**config.mk**
```make
export PLATFORM = sky130hd
export DESIGN_NAME = lpe_phase_err
export DESIGN_NICKNAME = d
export VERILOG_FILES = /design/src/hdl/lpe_pkg.sv /design/src/hdl/lpe_phase_err.sv
export SDC_FILE = /design/constraint.sdc
export NUM_CORES = 1
export LEC_CHECK = 0
export BUFFER_PORTS_ARGS = -buffer_cell sky130_fd_sc_hd__buf_2
export CAP_MARGIN = 30
export CORE_MARGIN = 2
export CORE_UTILIZATION = 25
export DETAILED_ROUTE_END_ITERATION = 8
export RECOVER_POWER = 100
export SYNTH_ARGS = -nofsm -noshare
export SYNTH_HDL_FRONTEND = slang
export SYNTH_SLANG_ARGS = --single-unit
```
**constraint.sdc**
```tcl
create_clock -name aclk -period 5.6 [get_ports aclk]
set_input_delay 1.4 -clock aclk [delete_from_list [all_inputs] [get_ports aclk]]
set_output_delay 1.4 -clock aclk [all_outputs]
set_load 0.01 [all_outputs]
```
**src/hdl/lpe_pkg.sv**
```systemverilog
// Function
// - present error: 4-bit signed, low register
// - error counts clocks between LMFC and SYSREF
// - adjustment moves error to last, zeroes present
// - below-window flag at high register bit 7
// - above-window flag at high register bit 6
// - armed SYSREF sets sticky trip flag
// - outside-window flag when error exceeds window
package lpe_pkg;
  localparam int unsigned ADDR_W       = 12;
  // register indices; byte address is four times the index
  localparam logic [9:0]  IDX_CTRL     = 10'h030;
  localparam logic [9:0]  IDX_ISTAT    = 10'h031;
  localparam logic [9:0]  IDX_IMASK    = 10'h032;
  localparam logic [9:0]  IDX_ERR_LOW  = 10'h03D;
  localparam logic [9:0]  IDX_ERR_HIGH = 10'h03E;
  localparam logic [9:0]  IDX_LAST     = 10'h03F;
  // field positions
  localparam int unsigned BELOW_BIT    = 7;
  localparam int unsigned ABOVE_BIT    = 6;
  localparam int unsigned TRIP_BIT     = 4;
  localparam int unsigned OUTSIDE_BIT  = 5;
  localparam int unsigned EV_TRIP      = 0;
  localparam int unsigned EV_ADJUST    = 1;
  localparam int unsigned EV_OUTSIDE   = 2;
  localparam int unsigned EV_N         = 3;
  // counts and limits
  localparam logic [3:0]  CNT_SAT      = 4'hF;
  localparam logic [3:0]  POS_MAX      = 4'h7;
  localparam logic [3:0]  NEG_MAX      = 4'h8;
  localparam logic [3:0]  ERR_RESET    = 4'h0;
  localparam logic [1:0]  RESP_OKAY    = 2'h0;
  localparam logic [1:0]  RESP_SLVERR  = 2'h2;
  // control register layout, bits [9:0]
  typedef struct packed {
    logic       adj_en;   // bit 9
    logic       arm;      // bit 8 (write 1 arms, reads armed state)
    logic [3:0] win_hi;   // bits 7:4 signed upper bound
    logic [3:0] win_lo;   // bits 3:0 signed lower bound
  } lpe_ctrl_t;
  localparam lpe_ctrl_t CTRL_RESET = '{adj_en: 1'b0, arm: 1'b0,
                                       win_hi: 4'h1, win_lo: 4'hF};
endpackage

```
**src/hdl/lpe_phase_err.sv**
```systemverilog
`timescale 1ns/1ns
module lpe_phase_err (
  input  wire logic                        aclk,
  input  wire logic                        aresetn,
  input  wire logic                        lmfc_edge,
  input  wire logic                        sysref_edge,
  output logic                             clk_adjust,
  output logic                             irq,
  input  wire logic [lpe_pkg::ADDR_W-1:0]  s_axi_awaddr,
  input  wire logic                        s_axi_awvalid,
  output logic                             s_axi_awready,
  input  wire logic [31:0]                 s_axi_wdata,
  input  wire logic [3:0]                  s_axi_wstrb,
  input  wire logic                        s_axi_wvalid,
  output logic                             s_axi_wready,
  output logic [1:0]                       s_axi_bresp,
  output logic                             s_axi_bvalid,
  input  wire logic                        s_axi_bready,
  input  wire logic [lpe_pkg::ADDR_W-1:0]  s_axi_araddr,
  input  wire logic                        s_axi_arvalid,
  output logic                             s_axi_arready,
  output logic [31:0]                      s_axi_rdata,
  output logic [1:0]                       s_axi_rresp,
  output logic                             s_axi_rvalid,
  input  wire logic                        s_axi_rready
);

  // measurement state
  logic [3:0]            cnt_l_ff, nxt_cnt_l;  // clocks since last lmfc
  logic [3:0]            cnt_s_ff, nxt_cnt_s;  // clocks since last sysref
  logic                  pend_ff, nxt_pend;    // sysref waits for lmfc
  logic [3:0]            cur_ff, nxt_cur;     // present_phase_offset
  logic [3:0]            last_ff, nxt_last;   // previous_adjust_offset
  logic                  below_ff, nxt_below;
  logic                  above_ff, nxt_above;
  logic                  outside_ff, nxt_outside;
  logic                  trip_ff, nxt_trip;
  logic                  adj_ff, nxt_adj;
  // register state
  lpe_pkg::lpe_ctrl_t    ctrl_ff, nxt_ctrl;
  logic [lpe_pkg::EV_N-1:0] ist_ff, nxt_ist, msk_ff, nxt_msk;
  logic                  irq_ff, nxt_irq;
  // bus state
  logic [lpe_pkg::ADDR_W-1:0] awa_ff, nxt_awa;
  logic                  awh_ff, nxt_awh;     // address held
  logic                  wh_ff, nxt_wh;       // data held
  logic [31:0]           wd_ff, nxt_wd;
  logic [3:0]            ws_ff, nxt_ws;
  logic                  bv_ff, nxt_bv;
  logic                  rv_ff, nxt_rv;
  logic [1:0]            br_ff, nxt_br;
  logic [1:0]            rr_ff, nxt_rr;
  logic [31:0]           rd_ff, nxt_rd;

  // combinational helpers
  logic                  meas_vld;
  logic [3:0]            meas_val;
  logic [9:0]            widx;
  logic [9:0]            ridx;
  logic                  do_wr;
  logic                  do_rd;
  logic [lpe_pkg::EV_N-1:0] ev;

  // phase measurement, adjustment and status
  always_comb begin
    // counters saturate so a stale edge cannot wrap to a near value
    nxt_cnt_l = (cnt_l_ff == lpe_pkg::CNT_SAT) ? cnt_l_ff : cnt_l_ff + 4'h1;
    nxt_cnt_s = (cnt_s_ff == lpe_pkg::CNT_SAT) ? cnt_s_ff : cnt_s_ff + 4'h1;
    nxt_pend  = pend_ff;
    meas_vld  = 1'b0;
    meas_val  = lpe_pkg::ERR_RESET;
    // an edge restarts its counter at one, the first clock after it
    if (lmfc_edge) begin
      nxt_cnt_l = 4'h1;
    end
    if (sysref_edge) begin
      nxt_cnt_s = 4'h1;
    end
    // distance in clocks between the two edges, signed
    if (lmfc_edge && sysref_edge) begin
      meas_vld = 1'b1;
      nxt_pend = 1'b0;
    end else if (sysref_edge) begin
      // lmfc came first: error is the clocks since it
      if (cnt_l_ff <= lpe_pkg::POS_MAX) begin
        meas_vld = 1'b1;
        meas_val = cnt_l_ff;
      end else begin
        nxt_pend = 1'b1;  // maybe early for the next lmfc edge
      end
    end else if (pend_ff && lmfc_edge) begin
      // sysref came first: error is negative
      meas_vld = 1'b1;
      meas_val = 4'h0 - cnt_s_ff;
      nxt_pend = 1'b0;
    end else if (pend_ff && cnt_s_ff > lpe_pkg::NEG_MAX) begin
      // no lmfc edge close behind: report late by the most
      meas_vld = 1'b1;
      meas_val = lpe_pkg::POS_MAX;
      nxt_pend = 1'b0;
    end
    // adjust only when enabled and the error falls outside the window
    nxt_cur  = cur_ff;
    nxt_last = last_ff;
    nxt_adj  = 1'b0;
    if (meas_vld) begin
      if (ctrl_ff.adj_en &&
          ($signed(meas_val) < $signed(ctrl_ff.win_lo) ||
           $signed(meas_val) > $signed(ctrl_ff.win_hi))) begin
        nxt_last = meas_val;
        nxt_cur  = lpe_pkg::ERR_RESET;
        nxt_adj  = 1'b1;
      end else begin
        nxt_cur  = meas_val;
      end
    end
    // flags follow the stored value, so they drop to 0 after an adjust when the window holds zero
    nxt_below   = $signed(nxt_cur) < $signed(ctrl_ff.win_lo);
    nxt_above   = $signed(nxt_cur) > $signed(ctrl_ff.win_hi);
    nxt_outside = nxt_below | nxt_above;
    nxt_trip    = trip_ff;
    if (do_wr && widx == lpe_pkg::IDX_CTRL && ws_ff[1] && wd_ff[8]) begin
      nxt_trip = 1'b0;  // re-arming starts a fresh trip capture
    end
    // a sysref in the re-arm cycle still trips: set beats clear
    nxt_trip    = nxt_trip | (ctrl_ff.arm & sysref_edge);
  end

  // measurement registers; status fields reset to zero
  always_ff @(posedge aclk) begin
    if (!aresetn) begin
      cnt_l_ff   <= lpe_pkg::CNT_SAT;
      cnt_s_ff   <= lpe_pkg::CNT_SAT;
      pend_ff    <= 1'b0;
      cur_ff     <= lpe_pkg::ERR_RESET;
      last_ff    <= lpe_pkg::ERR_RESET;
      below_ff   <= 1'b0;
      above_ff   <= 1'b0;
      outside_ff <= 1'b0;
      trip_ff    <= 1'b0;
      adj_ff     <= 1'b0;
    end else begin
      cnt_l_ff   <= nxt_cnt_l;
      cnt_s_ff   <= nxt_cnt_s;
      pend_ff    <= nxt_pend;
      cur_ff     <= nxt_cur;
      last_ff    <= nxt_last;
      below_ff   <= nxt_below;
      above_ff   <= nxt_above;
      outside_ff <= nxt_outside;
      trip_ff    <= nxt_trip;
      adj_ff     <= nxt_adj;
    end
  end

  // bus handshake: address and data taken in either order
  always_comb begin
    // hold everything unless a handshake moves it
    nxt_awa = awa_ff;
    nxt_awh = awh_ff;
    nxt_wd  = wd_ff;
    nxt_ws  = ws_ff;
    nxt_wh  = wh_ff;
    nxt_bv  = bv_ff;
    nxt_br  = br_ff;
    nxt_rv  = rv_ff;
    nxt_rr  = rr_ff;
    nxt_rd  = rd_ff;
    // write index comes from the held address, read index straight in
    widx    = awa_ff[lpe_pkg::ADDR_W-1:2];
    ridx    = s_axi_araddr[lpe_pkg::ADDR_W-1:2];
    do_wr   = awh_ff && wh_ff && !bv_ff;
    do_rd   = s_axi_arvalid && !rv_ff;
    // capture the address; ready drops while it is held
    if (s_axi_awvalid && !awh_ff) begin
      nxt_awa = s_axi_awaddr;
      nxt_awh = 1'b1;
    end
    // data and strobes latched apart from the address
    if (s_axi_wvalid && !wh_ff) begin
      nxt_wd = s_axi_wdata;
      nxt_ws = s_axi_wstrb;
      nxt_wh = 1'b1;
    end
    // perform once both halves are held and no response is pending
    if (do_wr) begin
      nxt_awh = 1'b0;
      nxt_wh  = 1'b0;
      nxt_bv  = 1'b1;
      nxt_br  = (widx == lpe_pkg::IDX_CTRL || widx == lpe_pkg::IDX_IMASK) ?
                lpe_pkg::RESP_OKAY : lpe_pkg::RESP_SLVERR;
    end else if (bv_ff && s_axi_bready) begin
      nxt_bv = 1'b0;
    end
    // read answers in one cycle; unmapped indices return an error
    if (do_rd) begin
      nxt_rv = 1'b1;
      nxt_rr = lpe_pkg::RESP_OKAY;
      nxt_rd = 32'h0000_0000;   // reserved bits stay zero
      unique case (ridx)
        lpe_pkg::IDX_CTRL:     nxt_rd[9:0] = ctrl_ff;
        lpe_pkg::IDX_ISTAT:    nxt_rd[lpe_pkg::EV_N-1:0] = ist_ff;
        lpe_pkg::IDX_IMASK:    nxt_rd[lpe_pkg::EV_N-1:0] = msk_ff;
        lpe_pkg::IDX_ERR_LOW:  nxt_rd[3:0] = cur_ff;
        lpe_pkg::IDX_ERR_HIGH: begin
          nxt_rd[lpe_pkg::BELOW_BIT] = below_ff;
          nxt_rd[lpe_pkg::ABOVE_BIT] = above_ff;
        end
        lpe_pkg::IDX_LAST: begin
          nxt_rd[3:0] = last_ff;
          nxt_rd[lpe_pkg::TRIP_BIT]    = trip_ff;
          nxt_rd[lpe_pkg::OUTSIDE_BIT] = outside_ff;
        end
        default: nxt_rr = lpe_pkg::RESP_SLVERR;
      endcase
    end else if (rv_ff && s_axi_rready) begin
      nxt_rv = 1'b0;
    end
  end

  // control, mask and sticky events; a set beats a read-clear
  always_comb begin
    nxt_ctrl = ctrl_ff;
    nxt_msk  = msk_ff;
    // events: first trip, each adjust, rising outside flag
    ev[lpe_pkg::EV_TRIP]    = ctrl_ff.arm & sysref_edge & ~trip_ff;
    ev[lpe_pkg::EV_ADJUST]  = nxt_adj;
    ev[lpe_pkg::EV_OUTSIDE] = nxt_outside & ~outside_ff;
    // read of status clears it, but a same-cycle event survives
    nxt_ist  = ist_ff;
    if (do_rd && ridx == lpe_pkg::IDX_ISTAT) begin
      nxt_ist = '0;
    end
    nxt_ist = nxt_ist | ev;
    // byte lane 0 holds the window, lane 1 arm and adjust enable
    if (do_wr && widx == lpe_pkg::IDX_CTRL) begin
      if (ws_ff[0]) begin
        nxt_ctrl.win_hi = wd_ff[7:4];
        nxt_ctrl.win_lo = wd_ff[3:0];
      end
      if (ws_ff[1]) begin
        nxt_ctrl.arm    = wd_ff[8];
        nxt_ctrl.adj_en = wd_ff[9];
      end
    end
    // mask takes only the low lane
    if (do_wr && widx == lpe_pkg::IDX_IMASK && ws_ff[0]) begin
      nxt_msk = wd_ff[lpe_pkg::EV_N-1:0];
    end
    // irq from next values so it lines up with the status flop
    nxt_irq = |(nxt_ist & nxt_msk);
  end

  // register and bus flops
  always_ff @(posedge aclk) begin
    if (!aresetn) begin
      ctrl_ff <= lpe_pkg::CTRL_RESET;
      msk_ff  <= '0;
      ist_ff  <= '0;
      irq_ff  <= 1'b0;
      awa_ff  <= '0;
      awh_ff  <= 1'b0;
      wd_ff   <= 32'h0000_0000;
      ws_ff   <= 4'h0;
      wh_ff   <= 1'b0;
      bv_ff   <= 1'b0;
      br_ff   <= lpe_pkg::RESP_OKAY;
      rv_ff   <= 1'b0;
      rr_ff   <= lpe_pkg::RESP_OKAY;
      rd_ff   <= 32'h0000_0000;
    end else begin
      ctrl_ff <= nxt_ctrl;
      msk_ff  <= nxt_msk;
      ist_ff  <= nxt_ist;
      irq_ff  <= nxt_irq;
      awa_ff  <= nxt_awa;
      awh_ff  <= nxt_awh;
      wd_ff   <= nxt_wd;
      ws_ff   <= nxt_ws;
      wh_ff   <= nxt_wh;
      bv_ff   <= nxt_bv;
      br_ff   <= nxt_br;
      rv_ff   <= nxt_rv;
      rr_ff   <= nxt_rr;
      rd_ff   <= nxt_rd;
    end
  end

  // ready is the inverse of a held flop, so it still comes from a register
  assign s_axi_awready = ~awh_ff;
  assign s_axi_wready  = ~wh_ff;
  assign s_axi_bvalid  = bv_ff;
  assign s_axi_bresp   = br_ff;
  assign s_axi_arready = ~rv_ff;
  assign s_axi_rvalid  = rv_ff;
  assign s_axi_rresp   = rr_ff;
  assign s_axi_rdata   = rd_ff;
  // status outputs, both registered
  assign irq           = irq_ff;
  assign clk_adjust    = adj_ff;

endmodule

```
==> results.md <==
Clock tree:
- The number of buffers added for setup after CTS is 0.
- The count of hold buffers inserted by post-cts repair is 0.
- Clock-pin slew was measured on the worst setup and hold paths at about 0.06 ns.
- TritonCTS built the clock tree.
- The count of cells resized by post-cts repair is 0.
- The maximum number of buffers from clock root to sink is 2.
- The worst-skew pair later-pin latency is 0.34 ns.
- The clock root buffer is clkbuf_16.
- The number of buffers created by CTS is 9.
- The number of H-tree levels is 3.
- The TritonCTS sink count is between 70 and 80.

STA:
- Setup total negative slack on the finished layout was measured at 0 ns.
- The relative slew slack is -48.2%.
- The ratio of final minimum period to clock period is just over 90%.
- Setup violations remaining at the end of the flow were counted as 0.
- The total count of hold-check failures in the final report is 0.
- The max-slew violation count is 49.
- The minimum hold slack is about 0.45 ns.
- The setup clock skew after layout is around 0.0072 ns.
- The slew at the pin closest to its max-slew limit is 2.22 ns.
- Setup repair after global routing left no endpoint under its margin.
- The worst path needs 5.11 ns of the cycle, external delays included.
- The highest achievable clock rate is a little under 200 MHz.

Yosys:
- In this run, synthesis inferred 0 flip-flops with an integrated enable.
- The fraction of the yosys area taken by sequential cells is approximately 40%.
- In this run the biggest area consumer among cell types represents 39.9% of the synthesized area.
- The number of synthesized register bits is 77.
- The most frequently used flop master after synthesis is dfxtp_1.
- The mapped cell area is 3860 µm².
- The total number of yosys warnings is 0.
- The cell count after synthesis came out at roughly 460.
- dfxtp_1 takes more of the synthesized area than any other cell.
- The unique cell type count in the Yosys netlist is 66.
- The average cell area after synthesis is about 8.5 µm².
- Counting flops with an async set or reset pin after synthesis yields a share of 0%.
- By area the synthesized netlist is led by dfxtp_1, nand2_1, ha_1.

Routing:
- Dividing the detail-routed via count by the number of cells gives 4.64.
- The detail route stage leaves a number of antenna-violating nets equal to 0.
- The total iterations of the first detailed-routing run is 4.
- In the routed design, unresolved DRC markers number 0.
- The routed length per placed instance is around 13 µm.
- The total length of routed wires is approximately 9500 µm.
- The routed layout has 3265 vias.
- In this run, the number of DRC markers left after iteration 0 of detailed routing was between 150 and 200.

Layout:
- The commonest non-fill, non-tap cell in the layout is dfxtp_1.
- The top cell types in the final layout, fill and taps aside, are dfxtp_1, nand2_1, a21oi_1, buf_2, nor2_1.
- The diode insertion count for antenna repair is 0.
- At the end of the flow, the number of nets in the layout was about 600.
- The area growth from synthesis to layout is 17.1%.
- The fill cell instance count of the final layout is around 1600.
- The final cell utilization of the core is approximately 30%.
- Cells with a size suffix above 1 make up 14.1% of the layout.

Floorplanning:
- In this run the vertical extent of the chip is ~130 µm.
- The floorplan row count is 45.
- roughly 110 I/O pins were placed.
- The x dimension of the die is approximately 130 µm.
- Once the floorplan was initialized, standard cells occupied roughly 25% of the core.
- The core region is between 15000 and 20000 µm².
- The die area is approximately 16000 µm².

Place:
- The number of port buffers is between 50 and 60.
- The placed wire-length estimate after detailed placement is ~7000 µm.
- The congestion estimate from routability-driven global placement came to 0.842.

Global routing:
- The via count of the first global-routing pass is 3060.
- After global routing the overflow that remains totals 0.
- The first-pass GRT wire length is between 15000 and 20000 µm.
- The number of antenna violations at the first check in global routing is 0.
- Entering global routing, the biggest net connects 49 pins.
- The combined global-route utilization of all metal layers is around 12%.

Setup path:
- The library cell contributing the largest single delay on the critical path is nor3b_1.
- The delay of the slowest critical-path stage is approximately 0.5 ns.
- In this run the critical register-to-register path is captured at irq$_SDFF_PN0_.
- The nature of the critical path endpoint is a flip-flop.
- The worst setup path is launched from an input port.
- The critical path depth is 18.
- The path depth of the worst reg2reg path is 21.
- The setup slack of the worst register-to-register path is approximately 1.1 ns.
- The setup path with the least slack is of type input port to flip-flop.
- The required time at the worst-slack endpoint is about 5.7 ns.
- The cell class contributing the biggest share of worst-path delay is compound AO/OA/AOI/OAI gates.
- The worst reg2reg path startpoint is cnt_s_ff[0]$_SDFFE_PP1N_.
- The number of buffers and inverters on the critical path is 2.
- The top fanout value on the critical path is 16.
- Traced cell by cell, the critical path runs through buf_2 > nand2_1 > o22a_1 > a32oi_1 > a21oi_1 > clkbuf_1 > ha_1 > nor3b_1 > a31oi_4 > o21ai_0 > nand2_1 > ha_1 > nor2b_1 > o21a_1 > o311ai_0 > a31o_2 > a311o_1 > o311ai_1.
- At the worst endpoint, the arrival time is approximately 5.2 ns.

Pwr:
- In this run the static leakage power is between 0.0015 and 0.002 µW.
- The power density relative to cell area is ~310 nW/µm².
- The maximum resistive drop on vdd is 158 µV.

Job:
- The count of maximum capacitance violations is 1.

Min path:
- The startpoint identified for the worst hold timing path is s_axi_rdata[9]$_SDFFE_PN0P_.
- Along the worst hold path, the cell count comes to 2.
- In this run the worst hold path is classified as flip-flop to flip-flop.
- The endpoint of the worst hold path is s_axi_rdata[9]$_SDFFE_PN0P_.

Outcome:
- The run finished, with violations left.
- The checks that failed: max-capacitance violations, max-slew violations.
worst reg2reg max path, cell delays in order (launching register included):
cell and delay [ns]:
dfxtp_1 0.40, inv_1 0.09, ha_1 0.25, nand2b_4 0.09
nand2_1 0.08, o21a_1 0.19, o32ai_1 0.21, buf_4 0.18
ha_1 0.23, and3b_1 0.16, o211ai_1 0.22, nand2_1 0.15
a31oi_4 0.20, o21ai_0 0.13, nand2_1 0.14, ha_1 0.26
nor2b_1 0.13, o21a_1 0.16, o311ai_0 0.43, a31o_2 0.26
a311o_1 0.17, o311ai_1 0.13
power by group:
| part | internal (µW) | switching (µW) | total (µW) | leakage (µW) |
|---|---|---|---|---|
| registers | 576 | 22.4 | 598 | 0.000630 |
| logic | 67.7 | 96.6 | 164 | 0.00102 |
| clock network | 399 | 223 | 622 | 0.000152 |
| total | 1040 | 342 | 1380 | 0.00180 |
area by class of cell:
type / instances / area, µm² / share of cell area [%]
multi-input cells: 341 / 2050 / 45.4
flip-flops and latches: 77 / 1540 / 34.1
repair buffers: 65 / 307 / 6.78
clock buffers: 11 / 243 / 5.37
well taps: 188 / 235 / 5.20
clock inverters: 4 / 72.6 / 1.61
inverters: 18 / 67.6 / 1.49
synthesized netlist by cell type, types with 9 or more instances:
| cell type | number |
|---|---|
| inv_1 | 18 |
| o21ai_0 | 19 |
| clkbuf_1 | 10 |
| nand2_1 | 75 |
| dfxtp_1 | 77 |
| mux2i_1 | 12 |
| nand3_1 | 14 |
| a21oi_1 | 39 |
| buf_4 | 25 |
| ha_1 | 17 |
| nor2_1 | 28 |
| nor3_1 | 9 |
worst max path at each step:
stage               startpoint        endpoint  slack [ns]
floorplan            lmfc_edge  irq$_SDFF_PN0_        0.65
global placement     lmfc_edge  irq$_SDFF_PN0_        0.35
detailed placement   lmfc_edge  irq$_SDFF_PN0_        0.35
CTS                  lmfc_edge  irq$_SDFF_PN0_        0.70
global route         lmfc_edge  irq$_SDFF_PN0_        0.18
finish               lmfc_edge  irq$_SDFF_PN0_        0.49
layer usage:
metal	track usage, %	part of all wire, %	wire, µm
met1	16.6	49	4660
met2	18.1	43	4070
met3	3.63	6.3	592
met4	3.75	1.6	148
met5	0	0	0
cell families after synthesis:
| group | after synthesis | synth area share [%] |
|---|---|---|
| DFF | 77 | 39.9 |
| other | 1 | 0.0971 |
| buffers and inverters | 61 | 8.62 |
| and+or+nand+nor | 175 | 23.3 |
| xor gates and xnor gates | 3 | 0.681 |
| AOI/OAI and AO/OA | 109 | 18.5 |
| muxes | 13 | 3.40 |
| adders and majority gates | 17 | 5.51 |
flip-flops by register name, summed over array words and instances (netlist names), 4 cells and up:
| signal | cells |
|---|---|
| wd_ff | 10 |
| cnt_l_ff | 4 |
| ctrl_ff | 10 |
| s_axi_rdata | 10 |
| last_ff | 4 |
| awa_ff | 10 |
| cnt_s_ff | 4 |
| cur_ff | 4 |
stage by stage:
step           total power [µW]  cell area, µm²  setup WS (ns)  cells
2_1_floorplan               732            3950          0.649    479
3_3_place_gp                777            4260          0.347    689
3_5_place_dp                779            4260          0.348    689
4_1_cts                    1400            4570          0.698    704
5_1_grt                    1460            4520          0.180    704
6_report                   1380            4520          0.494    704
Power figures use the tool's default switching activity.
